<file path="src/pkg/core_op_pkg.sv">
package core_op_pkg;

   // ----------------------------------------
   // operations decoded upstream
   // ----------------------------------------
   typedef enum logic [2:0] {
      op_none,
      op_halt,
      op_sub_exit,
      op_lit_minus,
      op_file_minus,
      op_rotate
   } op_t;

   // ----------------------------------------
   // widths
   // ----------------------------------------
   localparam int DATA_W = 8;
   localparam int FILE_AW = 7;
   localparam int PC_W = 13;
   localparam int NIBBLE_W = 4;

   // ----------------------------------------
   // values after reset
   // ----------------------------------------
   localparam logic [7:0] ACC_RST = 8'h00;
   localparam logic CARRY_RST = 1'h0;
   localparam logic HALF_RST = 1'h0;
   localparam logic NULL_RST = 1'h0;
   localparam logic TIMEOUT_RST = 1'h1;
   localparam logic POWER_DOWN_RST = 1'h1;

   // ----------------------------------------
   // values written by the halt operation
   // ----------------------------------------
   localparam logic [7:0] WATCHDOG_CLEAR_VAL = 8'h00;
   localparam logic TIMEOUT_ON_HALT = 1'h1;
   localparam logic POWER_DOWN_ON_HALT = 1'h0;

   // ----------------------------------------
   // cycle counts
   // ----------------------------------------
   localparam int SUB_EXIT_CYCLES = 2;

   // ----------------------------------------
   // destination select encoding
   // ----------------------------------------
   localparam logic DEST_ACC = 1'h0;
   localparam logic DEST_FILE = 1'h1;

endpackage : core_op_pkg

</file>
<file path="src/pkg/alu_if.sv">
`timescale 1ns/1ns

interface alu_if #(
   parameter int W = 8
);
   logic [W-1:0] lhs;
   logic [W-1:0] rhs;
   logic rot;
   logic cin;
   logic [W-1:0] res;
   logic c;
   logic half;
   logic z;

   modport exec (
      output lhs,
      output rhs,
      output rot,
      output cin,
      input res,
      input c,
      input half,
      input z
   );

   modport alu (
      input lhs,
      input rhs,
      input rot,
      input cin,
      output res,
      output c,
      output half,
      output z
   );
endinterface : alu_if

</file>
<file path="src/design/core_op_exec.sv">
`timescale 1ns/1ns

module core_op_exec #(
   parameter int W = core_op_pkg::DATA_W,
   parameter int FA_W = core_op_pkg::FILE_AW,
   parameter int PCW = core_op_pkg::PC_W
) (
   // clock and reset
   input wire logic clk,
   input wire logic rst,
   // operation issue
   input wire logic op_valid,
   input core_op_pkg::op_t op,
   input wire logic [W-1:0] op_literal,
   input wire logic [FA_W-1:0] op_file,
   input wire logic op_dest,
   output logic op_ready,
   // file registers
   output logic [FA_W-1:0] file_raddr,
   input wire logic [W-1:0] file_rdata,
   output logic file_we,
   output logic [FA_W-1:0] file_waddr,
   output logic [W-1:0] file_wdata,
   // stack and program counter
   input wire logic [PCW-1:0] stack_head,
   output logic stack_pop,
   output logic pc_load,
   output logic [PCW-1:0] pc_value,
   output logic fetch_discard,
   // watchdog and power
   input wire logic wake,
   output logic watchdog_clear,
   output logic asleep,
   output logic timeout_flag,
   output logic power_down_flag,
   // accumulator and status
   output logic [W-1:0] acc,
   output logic borrow_inverse_flag,
   output logic half_borrow_inverse_flag,
   output logic null_result_flag
);

   // ----------------------------------------
   // elaboration checks
   // ----------------------------------------
   if (W <= core_op_pkg::NIBBLE_W) begin : g_bad_w
      $error("data width must exceed one nibble");
   end
   if (W > 8) begin : g_big_w
      $error("reset constants cover at most 8 bits");
   end

   // ----------------------------------------
   // state
   // ----------------------------------------
   typedef enum logic [1:0] {
      st_run,
      st_flush,
      st_sleep
   } phase_t;

   typedef struct packed {
      phase_t ph;
      logic [W-1:0] acc;
      logic c;
      logic half;
      logic z;
      logic tmo;
      logic pwr_down;
      logic wclr;
      logic pop;
      logic pcl;
      logic disc;
      logic [PCW-1:0] pc;
      logic fwe;
      logic [FA_W-1:0] fa;
      logic [W-1:0] fwd;
   } state_t;

   localparam state_t RST_VAL = '{
      ph: st_run,
      acc: core_op_pkg::ACC_RST[W-1:0],
      c: core_op_pkg::CARRY_RST,
      half: core_op_pkg::HALF_RST,
      z: core_op_pkg::NULL_RST,
      tmo: core_op_pkg::TIMEOUT_RST,
      pwr_down: core_op_pkg::POWER_DOWN_RST,
      wclr: 1'b0,
      pop: 1'b0,
      pcl: 1'b0,
      disc: 1'b0,
      pc: '0,
      fwe: 1'b0,
      fa: '0,
      fwd: '0
   };

   state_t s_q;
   state_t s_d;
   logic accept;

   alu_if #(.W(W)) alu ();

   sub_rot_alu #(.W(W)) u_alu (
      .a(alu.alu)
   );

   // ----------------------------------------
   // decode helpers
   // ----------------------------------------
   function automatic logic reads_file(input core_op_pkg::op_t o);
      return (o == core_op_pkg::op_file_minus) || (o == core_op_pkg::op_rotate);
   endfunction : reads_file

   // ----------------------------------------
   // operand routing
   // ----------------------------------------
   assign op_ready = (s_q.ph == st_run);
   assign accept = op_valid && op_ready;
   assign file_raddr = op_file;

   always_comb begin
      alu.lhs = reads_file(op) ? file_rdata : op_literal;
      alu.rhs = s_q.acc;
      alu.rot = (op == core_op_pkg::op_rotate);
      alu.cin = s_q.c;
   end

   // ----------------------------------------
   // next state
   // ----------------------------------------
   always_comb begin
      s_d = s_q;
      s_d.wclr = 1'b0;
      s_d.pop = 1'b0;
      s_d.pcl = 1'b0;
      s_d.disc = 1'b0;
      s_d.fwe = 1'b0;
      unique case (s_q.ph)
         st_run: begin
            if (op_valid) begin
               unique case (op)
                  core_op_pkg::op_halt: begin
                     s_d.wclr = 1'b1;
                     s_d.pwr_down = core_op_pkg::POWER_DOWN_ON_HALT;
                     s_d.tmo = core_op_pkg::TIMEOUT_ON_HALT;
                     s_d.ph = st_sleep;
                  end
                  core_op_pkg::op_sub_exit: begin
                     s_d.pop = 1'b1;
                     s_d.pcl = 1'b1;
                     s_d.pc = stack_head;
                     s_d.disc = 1'b1;
                     s_d.ph = st_flush;
                  end
                  core_op_pkg::op_lit_minus: begin
                     s_d.acc = alu.res;
                     s_d.c = alu.c;
                     s_d.half = alu.half;
                     s_d.z = alu.z;
                  end
                  core_op_pkg::op_file_minus: begin
                     s_d.c = alu.c;
                     s_d.half = alu.half;
                     s_d.z = alu.z;
                     if (op_dest == core_op_pkg::DEST_FILE) begin
                        s_d.fwe = 1'b1;
                        s_d.fa = op_file;
                        s_d.fwd = alu.res;
                     end else begin
                        s_d.acc = alu.res;
                     end
                  end
                  core_op_pkg::op_rotate: begin
                     s_d.c = alu.c;
                     if (op_dest == core_op_pkg::DEST_FILE) begin
                        s_d.fwe = 1'b1;
                        s_d.fa = op_file;
                        s_d.fwd = alu.res;
                     end else begin
                        s_d.acc = alu.res;
                     end
                  end
                  core_op_pkg::op_none: begin
                  end
                  default: begin
                  end
               endcase
            end
         end
         st_flush: begin
            s_d.ph = st_run;
         end
         st_sleep: begin
            if (wake) begin
               s_d.ph = st_run;
            end
         end
         default: begin
            s_d.ph = st_run;
         end
      endcase
   end

   always_ff @(posedge clk or posedge rst) begin
      if (rst) begin
         s_q <= RST_VAL;
      end else begin
         s_q <= s_d;
      end
   end

   // ----------------------------------------
   // outputs
   // ----------------------------------------
   assign file_we = s_q.fwe;
   assign file_waddr = s_q.fa;
   assign file_wdata = s_q.fwd;
   assign stack_pop = s_q.pop;
   assign pc_load = s_q.pcl;
   assign pc_value = s_q.pc;
   assign fetch_discard = s_q.disc;
   assign watchdog_clear = s_q.wclr;
   assign asleep = (s_q.ph == st_sleep);
   assign timeout_flag = s_q.tmo;
   assign power_down_flag = s_q.pwr_down;
   assign acc = s_q.acc;
   assign borrow_inverse_flag = s_q.c;
   assign half_borrow_inverse_flag = s_q.half;
   assign null_result_flag = s_q.z;

   localparam int NW = core_op_pkg::NIBBLE_W;

   logic is_halt;
   logic is_exit;
   logic is_lit;
   logic is_fsub;
   logic is_rot;
   assign is_halt = accept && (op == core_op_pkg::op_halt);
   assign is_exit = accept && (op == core_op_pkg::op_sub_exit);
   assign is_lit = accept && (op == core_op_pkg::op_lit_minus);
   assign is_fsub = accept && (op == core_op_pkg::op_file_minus);
   assign is_rot = accept && (op == core_op_pkg::op_rotate);
endmodule : core_op_exec

</file>
<file path="src/design/sub_rot_alu.sv">
`timescale 1ns/1ns

module sub_rot_alu #(
   parameter int W = 8
) (
   alu_if.alu a
);

   localparam int NW = core_op_pkg::NIBBLE_W;

   logic [W:0] diff;
   logic [NW:0] ndiff;

   if (W <= NW) begin : g_bad_w
      $error("data width must exceed one nibble");
   end

   // ----------------------------------------
   // subtract by adding the inverted operand plus one
   // ----------------------------------------
   always_comb begin
      diff = {1'b0, a.lhs} + {1'b0, ~a.rhs} + {{W{1'b0}}, 1'b1};
      ndiff = {1'b0, a.lhs[NW-1:0]} + {1'b0, ~a.rhs[NW-1:0]} + {{NW{1'b0}}, 1'b1};
      if (a.rot) begin
         a.res = {a.cin, a.lhs[W-1:1]};
         a.c = a.lhs[0];
      end else begin
         a.res = diff[W-1:0];
         a.c = diff[W];
      end
      a.half = ndiff[NW];
      a.z = (diff[W-1:0] == '0);
   end

endmodule : sub_rot_alu

</file>
<file path="config.mk">
export PLATFORM = sky130hd
export DESIGN_NAME = core_op_exec
export DESIGN_NICKNAME = d
export VERILOG_FILES = /design/src/pkg/core_op_pkg.sv /design/src/pkg/alu_if.sv /design/src/design/core_op_exec.sv /design/src/design/sub_rot_alu.sv
export SDC_FILE = /design/constraint.sdc
export NUM_CORES = 1
export LEC_CHECK = 0
export BUFFER_PORTS_ARGS = -buffer_cell sky130_fd_sc_hd__clkbuf_2
export CORE_UTILIZATION = 45
export DETAILED_ROUTE_END_ITERATION = 10
export PLACE_DENSITY_LB_ADDON = 0.15
export SETUP_SLACK_MARGIN = 0.5
export SYNTH_ARGS = -nofsm -noshare
export SYNTH_HDL_FRONTEND = slang
export SYNTH_SLANG_ARGS = --single-unit
</file>
<file path="constraint.sdc">
create_clock -name clk -period 4.4 [get_ports clk]
set_input_delay 0.44 -clock clk [delete_from_list [all_inputs] [get_ports clk]]
set_output_delay 0.44 -clock clk [all_outputs]
set_load 0.1 [all_outputs]
</file>
==> flow_metrics.py <==
metrics = {
    "finish": {
        "seqCellArea_sq_mm": 0.00113,
        "mostFrequentLayoutCell": "clkbuf_2",
        "final_area_sq_mm": 0.00296,
        "nFillCells": 551,
        "synthToLayoutAreaGrowth_pct": 11.8,
        "fin_util_pct": 53.0,
        "antennaDiodeCount": 0,
        "multi_input_comb_area_sq_mm": 0.00107,
        "drive_gt1_share_pct": 36.9,
        "num-nets-final": 388,
        "final_cell_mix": "97 x clkbuf_2, 66 x nand2_1, 44 x dfrtp_1, 19 x o21ai_0, 15 x inv_1",
    },
    "global_route": {
        "grt_first_pass_wirelength_um": 8640,
        "grt_usage_pct": 18.4,
        "grt_pass1_vias": 1831,
        "gr-total-overflow": 0,
        "grt_max_degree": 46,
        "antenna_found_initial": 0,
    },
    "critical_path": {
        "critical_path_required_ns": 4.59,
        "end_kind": "register",
        "worstPathMaxFanout": 12,
        "critPathKind": "primary input to register",
        "reg2reg_depth": 8,
        "cp.arrival_ns": 3.01,
        "start_kind": "primary input",
    },
    "detailed_routing": {
        "drc_errors": 0,
        "dr.pass1.iters": 4,
        "vias": 1969,
        "wl_per_cell_um": 13.0,
        "drt-total-wl_um": 5300,
        "drt_iter0_drc": 48,
        "vias_per_cell": 4.83,
        "ant_nets": 0,
    },
    "cts": {
        "ctsRootBufferMaster": "clkbuf_8",
        "post_cts_resized": 0,
        "postCtsHoldBufs": 0,
        "clock_latency_ns": 0.30,
        "cts_tree": "done",
        "htree_levels": 2,
        "cts_buffers": 5,
        "post-cts-setup-buffers": 0,
        "clock_sinks": 45,
        "clock_path_buffers": 2,
        "clkTransAtPathRegs_ns": 0.08,
    },
    "die": {
        "num_rows": 27,
        "die_area_sq_mm": 0.00618,
        "start_util_pct": 47.4,
        "die_x_um": 78.6,
        "chipHeight_um": 78.6,
        "io_pins": 99,
        "core_sq_mm": 0.00557,
    },
    "logic_synthesis": {
        "synthCells": 285,
        "ys_warn_count": 0,
        "synth_cell_types": 45,
        "synthTopCellsByArea": "dfrtp_1 42%, buf_4 13%, nand2_1 9.4%",
        "synth_seq_area_share_pct": 42.7,
        "ys_ff_latch": 45,
        "ys_async_sr_fraction_pct": 100,
        "synth_top_area_share_pct": 41.7,
        "synth_edf_count": 0,
        "synth_area_sq_mm": 0.00264,
        "syn_avg_cell_area_sq_um": 9.27,
        "synthFlopType": "dfrtp_1",
        "synth_top_cell_by_area": "dfrtp_1",
        "synth_nets": 338,
    },
    "hold_path": {
        "whs_path_depth": 2,
        "hp-class": "primary input to register",
    },
    "place": {
        "dpl.hpwl_um": 4120,
        "io_buffers": 97,
        "gp_congestion": 0.862,
        "dp_slack_ns": 1.23,
        "postPlaceCellArea_sq_mm": 0.00284,
    },
    "timing": {
        "timing.fmax_mhz": 355,
        "period_needed_ns": 2.81,
        "rsz0062_at_grt": "no",
        "skew_ns": 0.00670,
        "timing.final.ws_setup_ns": 1.59,
        "fin_setup_tns_ns": 0,
        "min_period_over_period_pct": 64.0,
        "setup_violations": 0,
        "worst_pin_slew_ns": 0.946,
        "max_slew_margin_pct": 36.9,
        "slew_violations": 0,
        "hold_viol": 0,
    },
    "status": {
        "status": "completed",
    },
    "run": {
        "max_cap_violations": 0,
    },
}
worst paths after layout:
kind	from	to	slack [ns]
max	op[1]	borrow_inverse_flag	1.59
min	wake	s_q[47]	0.32
max reg2reg	acc[0]	borrow_inverse_flag	2.09
min reg2reg	file_waddr[2]	file_waddr[2]	0.48
max in group asynchronous	rst	acc[6]	3.49
min in group asynchronous	rst	file_waddr[3]	0.33
cell usage after synthesis, types with 2 or more instances:
cell type,n
mux2_2,13
o21ai_1,3
nand3b_1,3
buf_4,46
clkbuf_1,5
nor2_1,5
o21ai_0,19
inv_1,16
nand2b_1,3
a221o_1,2
nor2b_1,4
nand3_1,3
ha_1,8
buf_2,3
mux2i_1,6
and2_1,2
a21oi_1,3
a21o_1,3
nor3b_1,2
dfrtp_1,44
xnor2_1,3
nand2_1,66
flip-flops by register name (all words and copies together), names as in the netlist:
signal                    count
file_waddr                    7
file_we                       1
null_result_flag              1
watchdog_clear                1
borrow_inverse_flag           1
acc                           8
s_q                           2
half_borrow_inverse_flag      1
power_down_flag               1
file_wdata                    8
fetch_discard                 1
pc_value                     13
kinds of logic after synthesis:
family,after synthesis,synth area share [%]
AOI/OAI and AO/OA,43,10.9
DFF,45,42.7
xor gates and xnor gates,4,1.33
other,1,0.142
adders and majority gates,9,4.55
and+or+nand+nor,92,15.4
buffers and inverters,71,16.8
muxes,20,8.24
critical path, cell delays in order:
cell,delay [ns]
clkbuf_2,0.12
nand2b_1,0.41
mux2i_1,0.25
ha_1,0.21
inv_1,0.06
fa_1,0.41
a21o_1,0.20
a221oi_2,0.29
o21bai_1,0.09
a221o_1,0.29
a32o_1,0.24
metrics by stage:
stage / hold slack, ns / instances
global placement: 0.460 / 400
floorplan: 0.447 / 285
finish: 0.316 / 408
CTS: 0.312 / 408
global route: 0.349 / 408
detailed placement: 0.463 / 400
metal layers:
layer  GRT usage, %  vias to the layer above  part of all wire, %
li1               -                     1000                    -
met1           24.8                      895                   47
met2           28.3                       65                   45
met3           3.95                        9                  5.7
met4           8.15                        0                  2.1
met5              0                        -                    0
layout make-up:
| cell class | instances | share of cell area [%] |
|---|---|---|
| Multi-Input combinational cell | 169 | 36.3 |
| Sequential cell | 45 | 38.1 |
| Tap cell | 72 | 3.05 |
| Clock inverter | 1 | 1.02 |
| Inverter | 17 | 2.16 |
| Clock buffer | 7 | 2.92 |
| Timing Repair Buffer | 97 | 16.4 |
Power is left out: the tool's default activity adds up to more than one toggle a clock period on the data nets, which glitch-free logic cannot reach.
